==> config.mk <==
export PLATFORM = sky130hd
export DESIGN_NAME = csdc_sdram_ctrl
export DESIGN_NICKNAME = d
export VERILOG_FILES = /design/src/verilog/csdc_pkg.sv /design/src/verilog/csdc_ctrl.sv
export SDC_FILE = /design/constraint.sdc
export NUM_CORES = 1
export LEC_CHECK = 0
export BUFFER_PORTS_ARGS = -buffer_cell sky130_fd_sc_hd__buf_2
export CORE_MARGIN = 2
export CORE_UTILIZATION = 30
export DETAILED_ROUTE_END_ITERATION = 7
export GPL_TIMING_DRIVEN = 0
export PLACE_DENSITY_LB_ADDON = 0.08
export SETUP_SLACK_MARGIN = 0.5
export SLEW_MARGIN = 10
export SYNTH_ARGS = -nofsm -noshare
export SYNTH_HDL_FRONTEND = slang
export SYNTH_SLANG_ARGS = --single-unit
==> constraint.sdc <==
create_clock -name clk_sys -period 5.9 [get_ports clk_sys]
set_input_delay 0.885 -clock clk_sys [delete_from_list [all_inputs] [get_ports clk_sys]]
set_output_delay 0.885 -clock clk_sys [all_outputs]
set_load 0.05 [all_outputs]
==> src/verilog/csdc_pkg.sv <==
/*
 shared constants of the camera sdram controller: timing counts, commands,
 sdram geometry and controller states.
 assumes a 125 mhz system clock; every system-clock cycle count is derived from it here, the tCK counts are fixed.
*/
package csdc_pkg;
   localparam int CLK_PS        = 8000;
   localparam int TCK_MIN_PS    = 166450;
   localparam int CK_DIV        = (TCK_MIN_PS + CLK_PS - 1) / CLK_PS;
   localparam int CK_HI         = CK_DIV / 2;
   localparam int REF_NS        = 15600;
   localparam int REF_CYC       = REF_NS * 1000 / CLK_PS;
   localparam int REF_SLACK_TCK = 16;
   localparam int REF_GUARD     = REF_CYC - REF_SLACK_TCK * CK_DIV;
   localparam int INIT_US       = 981;
   localparam int INIT_CYC      = (INIT_US * 1000000 + CLK_PS - 1) / CLK_PS;
   localparam longint IDLE_S    = 30;
   localparam longint IDLE_CYC  = IDLE_S * 64'd1000000000000 / CLK_PS;
   localparam int TRCD          = 1;
   localparam int TRAS          = 5;
   localparam int TRC           = 7;
   localparam int TRP           = 2;
   localparam int TMRD          = 2;
   localparam int TXSR          = 7;
   localparam int CAS_LAT       = 2;
   localparam int BURST         = 4;
   localparam int INIT_REFS     = 2;
   localparam int DQ_W          = 16;
   localparam int ROW_W         = 12;
   localparam int COL_W         = 8;
   localparam int BA_W          = 2;
   localparam int WA_W          = 22;
   localparam int FIFO_DEPTH    = 32;
   localparam logic [3:0] CMD_NOP = 4'h7;
   localparam logic [3:0] CMD_ACT = 4'h3;
   localparam logic [3:0] CMD_RD  = 4'h5;
   localparam logic [3:0] CMD_WR  = 4'h4;
   localparam logic [3:0] CMD_PRE = 4'h2;
   localparam logic [3:0] CMD_REF = 4'h1;
   localparam logic [3:0] CMD_MRS = 4'h0;
   localparam logic [11:0] MODE_REG = 12'h022;
   localparam logic [11:0] A10_ALL  = 12'h400;
   localparam logic [11:0] DET_ROW  = 12'h800;
   localparam logic [15:0] DET_PAT0 = 16'h5a5a;
   localparam logic [15:0] DET_PAT1 = 16'ha5a5;
   typedef enum logic [6:0] {
      ST_PWR  = 7'h01,
      ST_PALL = 7'h02,
      ST_AREF = 7'h04,
      ST_MRS  = 7'h08,
      ST_IDLE = 7'h10,
      ST_ROW  = 7'h20,
      ST_SREF = 7'h40
   } csdc_state_t;
endpackage : csdc_pkg

==> src/verilog/csdc_ctrl.sv <==
/*
 camera sdram controller: write fifo plus the sdram sequencer (init, size
 detection, burst row cycles, periodic refresh, self-refresh standby).
 assumes csdc_pkg compiled first; user side on clk_sys; sd_dq_i from a pin.
*/
`timescale 1ns/100ps
module csdc_fifo #(
   parameter int W = 16,
   parameter int D = 32
) (
   input  wire logic              clk_sys,
   input  wire logic              srst,
   input  wire logic              in_valid,
   output logic                   in_ready,
   input  wire logic [W-1:0]      in_data,
   output logic                   out_valid,
   input  wire logic              out_ready,
   output logic [W-1:0]           out_data,
   output logic [$clog2(D):0]     level
);
   localparam int AW = $clog2(D);
   logic [W-1:0]  mem_q [D];
   logic [AW-1:0] wp_q;
   logic [AW-1:0] rp_q;
   logic [AW:0]   cnt_q;
   logic          push;
   logic          pop;

   assign in_ready  = cnt_q != (AW+1)'(D);
   assign out_valid = cnt_q != '0;
   assign out_data  = mem_q[rp_q];
   assign level     = cnt_q;
   assign push      = in_valid && in_ready;
   assign pop       = out_valid && out_ready;

   always_ff @(posedge clk_sys) begin
      if (push) begin
         mem_q[wp_q] <= in_data;
      end
   end

   always_ff @(posedge clk_sys) begin
      if (srst) begin
         wp_q  <= '0;
         rp_q  <= '0;
         cnt_q <= '0;
      end else begin
         if (push) begin
            wp_q <= wp_q + 1'b1;
         end
         if (pop) begin
            rp_q <= rp_q + 1'b1;
         end
         cnt_q <= cnt_q + (AW+1)'(push) - (AW+1)'(pop);
      end
   end
endmodule : csdc_fifo

module csdc_sdram_ctrl #(
   parameter int          INIT_CYC   = csdc_pkg::INIT_CYC,
   parameter logic [31:0] IDLE_CYC   = 32'(csdc_pkg::IDLE_CYC),
   parameter int          FIFO_DEPTH = csdc_pkg::FIFO_DEPTH
) (
   input  wire logic        clk_sys,
   input  wire logic        srst,
   input  wire logic        wr_valid,
   output logic             wr_ready,
   input  wire logic [15:0] wr_data,
   input  wire logic        rd_req,
   input  wire logic [21:0] rd_addr,
   output logic             rd_ready,
   output logic             rd_valid,
   output logic [15:0]      rd_data,
   input  wire logic        standby_req,
   input  wire logic        user_act,
   output logic             mem_ready,
   output logic             mem_big,
   output logic             mem_standby,
   output logic             sd_clk,
   output logic             sd_cke,
   output logic             sd_cs_n,
   output logic             sd_ras_n,
   output logic             sd_cas_n,
   output logic             sd_we_n,
   output logic [1:0]       sd_ba,
   output logic [11:0]      sd_addr,
   input  wire logic [15:0] sd_dq_i,
   output logic [15:0]      sd_dq_o,
   output logic             sd_dq_oe
);
   localparam int A_HI1 = csdc_pkg::CK_HI - 1;
   csdc_pkg::csdc_state_t st_q;
   logic [4:0]  ck_cnt_q;
   logic [3:0]  cmd_q;
   logic [1:0]  ba_q;
   logic [11:0] addr_q;
   logic [7:0]  col_q;
   logic [15:0] dq_o_q;
   logic [15:0] dq_s1_q;
   logic [15:0] dq_s2_q;
   logic [15:0] rd_data_q;
   logic [21:0] rd_addr_q;
   logic [21:0] wr_ptr_q;
   logic [31:0] init_q;
   logic [31:0] idle_q;
   logic [11:0] ref_q;
   logic [3:0]  wait_q;
   logic [2:0]  idx_q;
   logic [1:0]  det_q;
   logic [1:0]  ref_left_q;
   logic [1:0]  rd_wait_q;
   logic [2:0]  rd_left_q;
   logic        cke_q, dq_oe_q, op_wr_q, mrs_done_q, init_done_q, big_q;
   logic        ref_due_q, rd_pend_q, rd_valid_q;
   logic        tick, rise, step, idle_step, sleep_w, idle_exp;
   logic        ref_go, rd_go, wr_go, beat_w, pop;
   logic [15:0] fifo_data, wdat_w;
   logic [$clog2(FIFO_DEPTH):0] fifo_lvl;

   function automatic logic [13:0] map_rb(input logic [21:0] a, input logic big);
      map_rb = big ? a[21:8] : {1'b0, a[19:9], 1'b0, a[8]};
   endfunction : map_rb

   csdc_fifo #(.W(csdc_pkg::DQ_W), .D(FIFO_DEPTH)) u_fifo (
      .clk_sys   (clk_sys),
      .srst      (srst),
      .in_valid  (wr_valid),
      .in_ready  (wr_ready),
      .in_data   (wr_data),
      .out_valid (),
      .out_ready (pop),
      .out_data  (fifo_data),
      .level     (fifo_lvl)
   );

   // commands launch as the memory clock falls, sampled at its next rise
   assign tick      = ck_cnt_q == 5'(csdc_pkg::CK_HI - 1);
   assign rise      = ck_cnt_q == 5'(csdc_pkg::CK_DIV - 1);
   assign step      = tick && wait_q == '0;
   assign idle_step = step && st_q == csdc_pkg::ST_IDLE;
   assign idle_exp  = idle_q == IDLE_CYC - 32'd1;
   assign sleep_w   = standby_req || idle_exp;
   assign ref_go    = idle_step && ref_due_q;
   assign rd_go     = idle_step && !ref_due_q && init_done_q && !sleep_w && rd_pend_q;
   assign wr_go     = idle_step && !ref_due_q && init_done_q && !sleep_w && !rd_pend_q
                      && fifo_lvl >= ($clog2(FIFO_DEPTH)+1)'(csdc_pkg::BURST);
   assign beat_w    = op_wr_q && idx_q >= 3'(csdc_pkg::TRCD - 1)
                      && idx_q < 3'(csdc_pkg::TRCD - 1 + csdc_pkg::BURST);
   assign wdat_w    = init_done_q ? fifo_data
                      : (det_q == 2'h1 ? csdc_pkg::DET_PAT0 : csdc_pkg::DET_PAT1);
   assign pop       = step && st_q == csdc_pkg::ST_ROW && beat_w && init_done_q;

   assign sd_clk      = ck_cnt_q < 5'(csdc_pkg::CK_HI);
   assign {sd_cs_n, sd_ras_n, sd_cas_n, sd_we_n} = cmd_q;
   assign sd_cke      = cke_q;
   assign sd_ba       = ba_q;
   assign sd_addr     = addr_q;
   assign sd_dq_o     = dq_o_q;
   assign sd_dq_oe    = dq_oe_q;
   assign rd_ready    = !rd_pend_q;
   assign rd_valid    = rd_valid_q;
   assign rd_data     = rd_data_q;
   assign mem_ready   = init_done_q;
   assign mem_big     = big_q;
   assign mem_standby = st_q == csdc_pkg::ST_SREF;

   // 21-cycle divider: 168 ns is the nearest the 8 ns grid gives
   always_ff @(posedge clk_sys) begin
      if (srst || rise) begin
         ck_cnt_q <= '0;
      end else begin
         ck_cnt_q <= ck_cnt_q + 5'h01;
      end
   end

   always_ff @(posedge clk_sys) begin
      if (srst) begin
         init_q <= 32'(INIT_CYC);
      end else if (init_q != '0) begin
         init_q <= init_q - 32'h1;
      end
   end

   always_ff @(posedge clk_sys) begin
      if (srst || user_act) begin
         idle_q <= '0;
      end else if (!idle_exp) begin
         idle_q <= idle_q + 32'h1;
      end
   end

   // guard leaves room for one row cycle before the refresh goes out;
   // held until the last init refresh and during self-refresh, so that first gap counts too
   always_ff @(posedge clk_sys) begin
      if (srst || ref_go || ref_left_q != '0 || st_q == csdc_pkg::ST_PWR
          || st_q == csdc_pkg::ST_PALL || st_q == csdc_pkg::ST_SREF) begin
         ref_q     <= '0;
         ref_due_q <= 1'b0;
      end else if (ref_q == 12'(csdc_pkg::REF_GUARD - 1)) begin
         ref_due_q <= 1'b1;
      end else begin
         ref_q <= ref_q + 12'h001;
      end
   end

   always_ff @(posedge clk_sys) begin
      if (srst) begin
         rd_pend_q <= 1'b0;
         rd_addr_q <= '0;
      end else if (rd_req && !rd_pend_q) begin
         rd_pend_q <= 1'b1;
         rd_addr_q <= {rd_addr[21:2], 2'h0};
      end else if (rd_go) begin
         rd_pend_q <= 1'b0;
      end
   end

   always_ff @(posedge clk_sys) begin
      if (srst) begin
         wr_ptr_q <= '0;
      end else if (wr_go) begin
         wr_ptr_q <= (wr_ptr_q + 22'(csdc_pkg::BURST)) & (big_q ? 22'h3fffff : 22'h0fffff);
      end
   end

   // first stage feeds only the second
   always_ff @(posedge clk_sys) begin
      dq_s1_q <= sd_dq_i;
      dq_s2_q <= dq_s1_q;
   end

   always_ff @(posedge clk_sys) begin
      if (srst) begin
         rd_wait_q  <= '0;
         rd_left_q  <= '0;
         rd_valid_q <= 1'b0;
         rd_data_q  <= '0;
         big_q      <= 1'b0;
      end else begin
         rd_valid_q <= 1'b0;
         if (step && st_q == csdc_pkg::ST_ROW && !op_wr_q
             && idx_q == 3'(csdc_pkg::TRCD - 1)) begin
            rd_wait_q <= 2'(csdc_pkg::CAS_LAT);
            rd_left_q <= 3'(csdc_pkg::BURST);
         end else if (rise && rd_left_q != '0) begin
            if (rd_wait_q != '0) begin
               rd_wait_q <= rd_wait_q - 2'h1;
            end else begin
               rd_left_q <= rd_left_q - 3'h1;
               rd_data_q <= dq_s2_q;
               rd_valid_q <= init_done_q;
               if (!init_done_q && rd_left_q == 3'(csdc_pkg::BURST)) begin
                  big_q <= dq_s2_q != csdc_pkg::DET_PAT1;
               end
            end
         end
      end
   end

   always_ff @(posedge clk_sys) begin
      if (srst) begin
         st_q        <= csdc_pkg::ST_PWR;
         cmd_q       <= csdc_pkg::CMD_NOP;
         ba_q        <= '0;
         addr_q      <= '0;
         col_q       <= '0;
         cke_q       <= 1'b1;
         dq_o_q      <= '0;
         dq_oe_q     <= 1'b0;
         wait_q      <= '0;
         idx_q       <= '0;
         det_q       <= '0;
         ref_left_q  <= '0;
         op_wr_q     <= 1'b0;
         mrs_done_q  <= 1'b0;
         init_done_q <= 1'b0;
      end else if (tick) begin
         cmd_q   <= csdc_pkg::CMD_NOP;
         dq_oe_q <= 1'b0;
         if (wait_q != '0) begin
            wait_q <= wait_q - 4'h1;
         end else begin
            case (st_q)
               csdc_pkg::ST_PWR: if (init_q == '0) begin
                  cmd_q  <= csdc_pkg::CMD_PRE;
                  addr_q <= csdc_pkg::A10_ALL;
                  wait_q <= 4'(csdc_pkg::TRP - 1);
                  st_q   <= csdc_pkg::ST_PALL;
               end
               csdc_pkg::ST_PALL: begin
                  cmd_q      <= csdc_pkg::CMD_REF;
                  ref_left_q <= 2'(csdc_pkg::INIT_REFS - 1);
                  wait_q     <= 4'(csdc_pkg::TRC - 1);
                  st_q       <= csdc_pkg::ST_AREF;
               end
               csdc_pkg::ST_AREF: if (ref_left_q != '0) begin
                  cmd_q      <= csdc_pkg::CMD_REF;
                  ref_left_q <= ref_left_q - 2'h1;
                  wait_q     <= 4'(csdc_pkg::TRC - 1);
               end else if (!mrs_done_q) begin
                  cmd_q  <= csdc_pkg::CMD_MRS;
                  addr_q <= csdc_pkg::MODE_REG;
                  ba_q   <= '0;
                  wait_q <= 4'(csdc_pkg::TMRD - 1);
                  st_q   <= csdc_pkg::ST_MRS;
               end else begin
                  st_q <= csdc_pkg::ST_IDLE;
               end
               csdc_pkg::ST_MRS: begin
                  mrs_done_q <= 1'b1;
                  st_q       <= csdc_pkg::ST_IDLE;
               end
               csdc_pkg::ST_IDLE: if (ref_go) begin
                  cmd_q  <= csdc_pkg::CMD_REF;
                  wait_q <= 4'(csdc_pkg::TRC - 1);
                  st_q   <= csdc_pkg::ST_AREF;
               end else if (!init_done_q) begin
                  // write row 0, write the aliasing row, read row 0 back
                  if (det_q == 2'h3) begin
                     init_done_q <= 1'b1;
                  end else begin
                     cmd_q   <= csdc_pkg::CMD_ACT;
                     ba_q    <= '0;
                     addr_q  <= det_q == 2'h1 ? csdc_pkg::DET_ROW : 12'h000;
                     col_q   <= '0;
                     op_wr_q <= det_q != 2'h2;
                     idx_q   <= '0;
                     det_q   <= det_q + 2'h1;
                     st_q    <= csdc_pkg::ST_ROW;
                  end
               end else if (sleep_w) begin
                  cmd_q <= csdc_pkg::CMD_REF;
                  cke_q <= 1'b0;
                  st_q  <= csdc_pkg::ST_SREF;
               end else if (rd_go || wr_go) begin
                  cmd_q            <= csdc_pkg::CMD_ACT;
                  {addr_q, ba_q}   <= map_rb(rd_go ? rd_addr_q : wr_ptr_q, big_q);
                  col_q            <= rd_go ? rd_addr_q[7:0] : wr_ptr_q[7:0];
                  op_wr_q          <= !rd_go;
                  idx_q            <= '0;
                  st_q             <= csdc_pkg::ST_ROW;
               end
               csdc_pkg::ST_ROW: begin
                  idx_q <= idx_q + 3'h1;
                  if (idx_q == 3'(csdc_pkg::TRCD - 1)) begin
                     cmd_q  <= op_wr_q ? csdc_pkg::CMD_WR : csdc_pkg::CMD_RD;
                     addr_q <= {4'h0, col_q};
                  end
                  if (beat_w) begin
                     dq_oe_q <= 1'b1;
                     dq_o_q  <= wdat_w;
                  end
                  if (idx_q == 3'(csdc_pkg::TRAS - 1)) begin
                     cmd_q  <= csdc_pkg::CMD_PRE;
                     addr_q <= '0;
                  end
                  if (idx_q == 3'(csdc_pkg::TRC - 2)) begin
                     st_q <= csdc_pkg::ST_IDLE;
                  end
               end
               csdc_pkg::ST_SREF: if (!sleep_w) begin
                  cke_q  <= 1'b1;
                  wait_q <= 4'(csdc_pkg::TXSR - 1);
                  st_q   <= csdc_pkg::ST_AREF;
               end
               default: st_q <= csdc_pkg::ST_IDLE;
            endcase
         end
      end
   end

   // checking helpers: tCK since activate / precharge, cycles since refresh
   logic        tick_d_q, row_open_q;
   logic [3:0]  since_act_q, since_pre_q;
   logic [11:0] ref_age_q;
   always_ff @(posedge clk_sys) begin
      if (srst) begin
         tick_d_q    <= 1'b0;
         row_open_q  <= 1'b0;
         since_act_q <= 4'hf;
         since_pre_q <= 4'hf;
      end else begin
         tick_d_q <= tick;
         if (tick_d_q) begin
            since_act_q <= cmd_q == csdc_pkg::CMD_ACT ? 4'h1
                           : (since_act_q == 4'hf ? 4'hf : since_act_q + 4'h1);
            since_pre_q <= cmd_q == csdc_pkg::CMD_PRE ? 4'h1
                           : (since_pre_q == 4'hf ? 4'hf : since_pre_q + 4'h1);
            if (cmd_q == csdc_pkg::CMD_ACT) row_open_q <= 1'b1;
            else if (cmd_q == csdc_pkg::CMD_PRE) row_open_q <= 1'b0;
         end
      end
   end
   always_ff @(posedge clk_sys) begin
      if (srst || !mrs_done_q || st_q == csdc_pkg::ST_SREF
          || (tick_d_q && cmd_q == csdc_pkg::CMD_REF)) ref_age_q <= '0;
      else if (ref_age_q != 12'hfff) ref_age_q <= ref_age_q + 12'h001;
   end

   property p_clk;
      @(posedge clk_sys) disable iff (srst)
      $rose(sd_clk) |-> ##A_HI1 sd_clk ##1 !sd_clk;
   endproperty
   a_clk: assert property (p_clk) else $error("memory clock high phase wrong");
   property p_rcd;
      @(posedge clk_sys) disable iff (srst)
      tick_d_q && (cmd_q == csdc_pkg::CMD_RD || cmd_q == csdc_pkg::CMD_WR)
      |-> since_act_q >= 4'(csdc_pkg::TRCD) && row_open_q;
   endproperty
   a_rcd: assert property (p_rcd) else $error("access too soon after activate");
   property p_ras;
      @(posedge clk_sys) disable iff (srst)
      tick_d_q && cmd_q == csdc_pkg::CMD_PRE && mrs_done_q
      |-> since_act_q == 4'(csdc_pkg::TRAS);
   endproperty
   a_ras: assert property (p_ras) else $error("row not open exactly five tCK");
   property p_rc;
      @(posedge clk_sys) disable iff (srst)
      tick_d_q && cmd_q == csdc_pkg::CMD_ACT |-> since_act_q >= 4'(csdc_pkg::TRC);
   endproperty
   a_rc: assert property (p_rc) else $error("activates too close");
   property p_rp;
      @(posedge clk_sys) disable iff (srst)
      tick_d_q && cmd_q == csdc_pkg::CMD_ACT |-> since_pre_q >= 4'(csdc_pkg::TRP);
   endproperty
   a_rp: assert property (p_rp) else $error("activate too soon after precharge");
   property p_pair;
      @(posedge clk_sys) disable iff (srst)
      tick_d_q && cmd_q == csdc_pkg::CMD_ACT |-> !row_open_q;
   endproperty
   a_pair: assert property (p_pair) else $error("activate while row open");
   property p_ref;
      @(posedge clk_sys) disable iff (srst)
      ref_age_q < 12'(csdc_pkg::REF_CYC);
   endproperty
   a_ref: assert property (p_ref) else $error("refresh interval exceeded");
   property p_sref;
      @(posedge clk_sys) disable iff (srst)
      tick_d_q && st_q == csdc_pkg::ST_SREF && $past(st_q) == csdc_pkg::ST_SREF
      |-> cmd_q == csdc_pkg::CMD_NOP && !sd_cke;
   endproperty
   a_sref: assert property (p_sref) else $error("command during self-refresh");
   property p_init;
      @(posedge clk_sys) disable iff (srst)
      cmd_q != csdc_pkg::CMD_NOP |-> init_q == '0;
   endproperty
   a_init: assert property (p_init) else $error("command during init wait");
   property p_mrs;
      @(posedge clk_sys) disable iff (srst)
      cmd_q == csdc_pkg::CMD_ACT |-> mrs_done_q;
   endproperty
   a_mrs: assert property (p_mrs) else $error("activate before mode set");
   property p_det;
      @(posedge clk_sys) disable iff (srst)
      $rose(init_done_q) |-> det_q == 2'h3 && $stable(big_q);
   endproperty
   a_det: assert property (p_det) else $error("ready before size check");
   property p_geo;
      @(posedge clk_sys) disable iff (srst)
      cmd_q == csdc_pkg::CMD_ACT && init_done_q && !big_q |-> !sd_ba[1] && !sd_addr[11];
   endproperty
   a_geo: assert property (p_geo) else $error("small part address out of range");
   property p_wbeat;
      @(posedge clk_sys) disable iff (srst)
      tick_d_q && cmd_q == csdc_pkg::CMD_WR |-> sd_dq_oe;
   endproperty
   a_wbeat: assert property (p_wbeat) else $error("write without data beat");
   property p_sleep;
      @(posedge clk_sys) disable iff (srst)
      $rose(idle_exp) && init_done_q |-> ##[0:600] (mem_standby || !sleep_w);
   endproperty
   a_sleep: assert property (p_sleep) else $error("no standby after idle time");
   c_write: cover property (@(posedge clk_sys) tick_d_q && cmd_q == csdc_pkg::CMD_WR);
   c_read: cover property (@(posedge clk_sys) rd_valid_q);
   c_sref: cover property (@(posedge clk_sys) $rose(mem_standby));
   c_small: cover property (@(posedge clk_sys) $rose(init_done_q) && !big_q);
endmodule : csdc_sdram_ctrl

==> metrics.yaml <==
track_usage_pct: 16.4
holdWs_ns: 0.325
worstSetupPathType: "reg -> reg"
setup_tns_ns: 0
wl_met2_mm: 42.7
numPortBuffers: 114
met1Wirelength_mm: 39.0
rsz0062_at_grt: "no"
dpl.hpwl_mm: 59.6
vdd_drop_max_mv: 0.231
fin_nets: 2388
synth_ff_type: "edfxtp_1"
cts_setup_buffers: 0
hp-class: "reg -> reg"
critPathSlowestCell: "nor3b_1"
ys_types: 74
final_max_slew_viol_count: 0
num_rows: 117
wirelength_mm: 87.1
htreeDepth: 3
clock_path_buffers: 3
synth_common_cells: "edfxtp_1 (512), dfxtp_1 (261), nor2_1 (198), mux4_2 (160), nand2_1 (154)"
cp_cell_sequence: "inv_1 -> ha_1 -> nor3b_1 -> and2_1 -> clkbuf_1 -> nand3_1 -> nor2_1 -> ha_1 -> inv_1 -> ha_1 -> a21o_1 -> a21oi_1 -> o21bai_1 -> a21oi_1 -> xnor2_1 -> nor2_1"
area_growth_pct: 18.4
wl_met3_mm: 3.50
drtIter0Drc: 1335
status: "finished clean"
max_cap_violations: 0
syn-num-nets: 2163
syn_inst: 2068
grt_pass1_vias: 18636
powerDensity_nw_per_um2: 328
die_w_um: 325
ys_seq_area_share_pct: 66.6
cts_sinks: 773
fill_cells: 9813
ioPinCount: 119
cp_max_fo: 10
yosys.area.top_type_share_pct: 49.7
grt_pass1_wl_mm: 127
vias: 18120
chipHeight_um: 325
clock_latency_ns: 0.66
die_area_um2: 106000
synthesis.area_um2: 30900
core_um2: 102000
dp.cells: 3570
netlist_top_cells_area: "edfxtp_1 (50%), dfxtp_1 (17%), mux4_2 (12%), nor2_1 (2.4%), nand2_1 (1.9%)"
synth-edff-count: 512
ys_ff_latch: 773
avgSynthCellArea_um2: 15.0
fmax_mhz: 231
slew_headroom_pct: 15.6
slowest_delay_ns: 0.99
yosys_warnings: 0
ctsRootBufferMaster: "clkbuf_16"
p_leak_uw: 0.0117
clkTransAtPathRegs_ns: 0.06
drive_above_1_share_pct: 21.7
fin_ws_ns: 1.56
yosysMostFrequentCell: "edfxtp_1"
yosys.area.top_type: "edfxtp_1"
tightest_slew_ns: 1.25
fin_worst_skew_ns: 0.0185
grt_antenna_before_repair: 4
cts_buffers: 89
wl_per_cell_um: 23.3
start_kind: "flip-flop"
critPathRequiredTime_ns: 6.42
cts_hold_buf: 0
grt_overflow_total: 0
drcViolationCount: 0
worst_path_most_repeated_cell: "ha_1"
layoutNonFillerInstCount: 3734
min_period_ns: 4.34
worstPathArrival_ns: 4.85
start_util_pct: 30.3
fin_crit_sh_pct: 73.5
pre_cts_slack_ns: 1.65
vias_per_cell: 4.85
place.gp.congestion: 0.834
ys_async_sr_fraction_pct: 0
dr.pass1.iters: 5
dr.max_layer_used: "met5"
critPathCaptureType: "flip-flop"
cts_resized: 0
grt_max_degree: 33
r2r_setup_slack_ns: 1.56
ant_nets: 0
hold_violations: 0
tritoncts: "done"
setup_viol: 0
state kept, by name, indices dropped and copies added (netlist names), 3 cells and up, named ones only:
register      cells
ck_cnt_q          5
cmd_q             3
col_q             6
dq_s1_q          16
dq_s2_q          16
idle_q           32
idx_q             3
init_q           32
rd_addr_q        20
rd_data          16
rd_left_q         3
ref_q            12
sd_addr          12
sd_dq_o          16
st_q              7
u_fifo.level      6
u_fifo.mem_q    512
u_fifo.rp_q       5
u_fifo.wp_q       5
wait_q            4
wr_ptr_q         20
worst paths after layout:
path,start,end,cells past startpoint
worst max-delay path,wait_q[0]$_SDFFE_PP0P_,u_fifo.level[5]$_SDFF_PP0_,16
worst min-delay path,dq_s1_q[15]$_DFF_P_,dq_s2_q[15]$_DFF_P_,0
worst max register to register,wait_q[0]$_SDFFE_PP0P_,u_fifo.level[5]$_SDFF_PP0_,16
worst min register to register,dq_s1_q[15]$_DFF_P_,dq_s2_q[15]$_DFF_P_,0
cells in the final DEF (no fill, tap or decap), types with 7 or more instances in the layout:
master	instances
mux2i_1	37
edfxtp_1	512
mux4_2	160
ha_1	34
nor3_1	41
or3_1	17
xnor2_1	59
clkbuf_16	89
nand4_1	27
nand2b_1	21
nor4_1	19
and3_1	13
o21ai_0	23
clkbuf_1	82
a22o_1	18
clkinv_1	15
clkinv_2	14
buf_8	18
nor2_4	14
a21oi_1	87
inv_1	44
nor2b_1	9
buf_2	119
clkbuf_8	7
nor2_2	18
nor2_1	166
nand2_1	154
or4_1	9
nor3b_1	7
a211oi_1	8
dfxtp_1	261
bufinv_16	9
nand3_1	37
buf_1	20
xor2_1	43
critical path, delay by kind of cell, from the launching register on:
family	cells	cell delay (ns)
compound gates	4	0.68
xor+xnor	1	0.13
fa+ha+maj	3	0.66
buf+inv	3	0.65
flops	1	0.34
simple gates	5	1.75
metrics by stage:
stage	instance area, um2	util [%]	power (uW)
final	36600	35.9	12000
after global routing	36600	35.9	12400
after CTS	36600	35.9	12200
after detailed placement	33700	33.0	6570
after global placement	33200	32.5	6530
after floorplan	30900	-	6320
final cells by class:
type,count,area [um2],area share (%)
diodes,1,2.50,0.00684
plain buffers,101,412,1.12
clock buffers,109,2370,6.48
clock inverters,54,558,1.52
inverters,44,165,0.451
multi-input cells,1150,9920,27.1
flip-flops and latches,773,20600,56.3
well taps,1368,1710,4.68
repair buffers,134,860,2.35
metal layers:
layer | GRT usage, % | vias up
met5 | 0 | -
met4 | 4.62 | 6
met3 | 2.90 | 134
met2 | 27.6 | 355
met1 | 21.6 | 9290
li1 | - | 8335
cells by family (layout without fill, tap and decap cells):
family | Yosys count | after routing | share of synthesized area (%)
other cells | 1 | 2 | 0.0121
compound gates | 194 | 194 | 4.17
mux | 203 | 203 | 13.1
xor+xnor | 102 | 102 | 2.89
flops | 773 | 773 | 66.6
simple gates | 615 | 615 | 9.95
fa+ha+maj | 35 | 35 | 1.44
buf+inv | 145 | 442 | 1.86
report_power, final:
part	switching (uW)	internal, uW
sequential	42.0	5870
clock	2300	3270
combinational	352	179
total	2700	9320
Note: power is estimated with default switching activity, not from simulation.
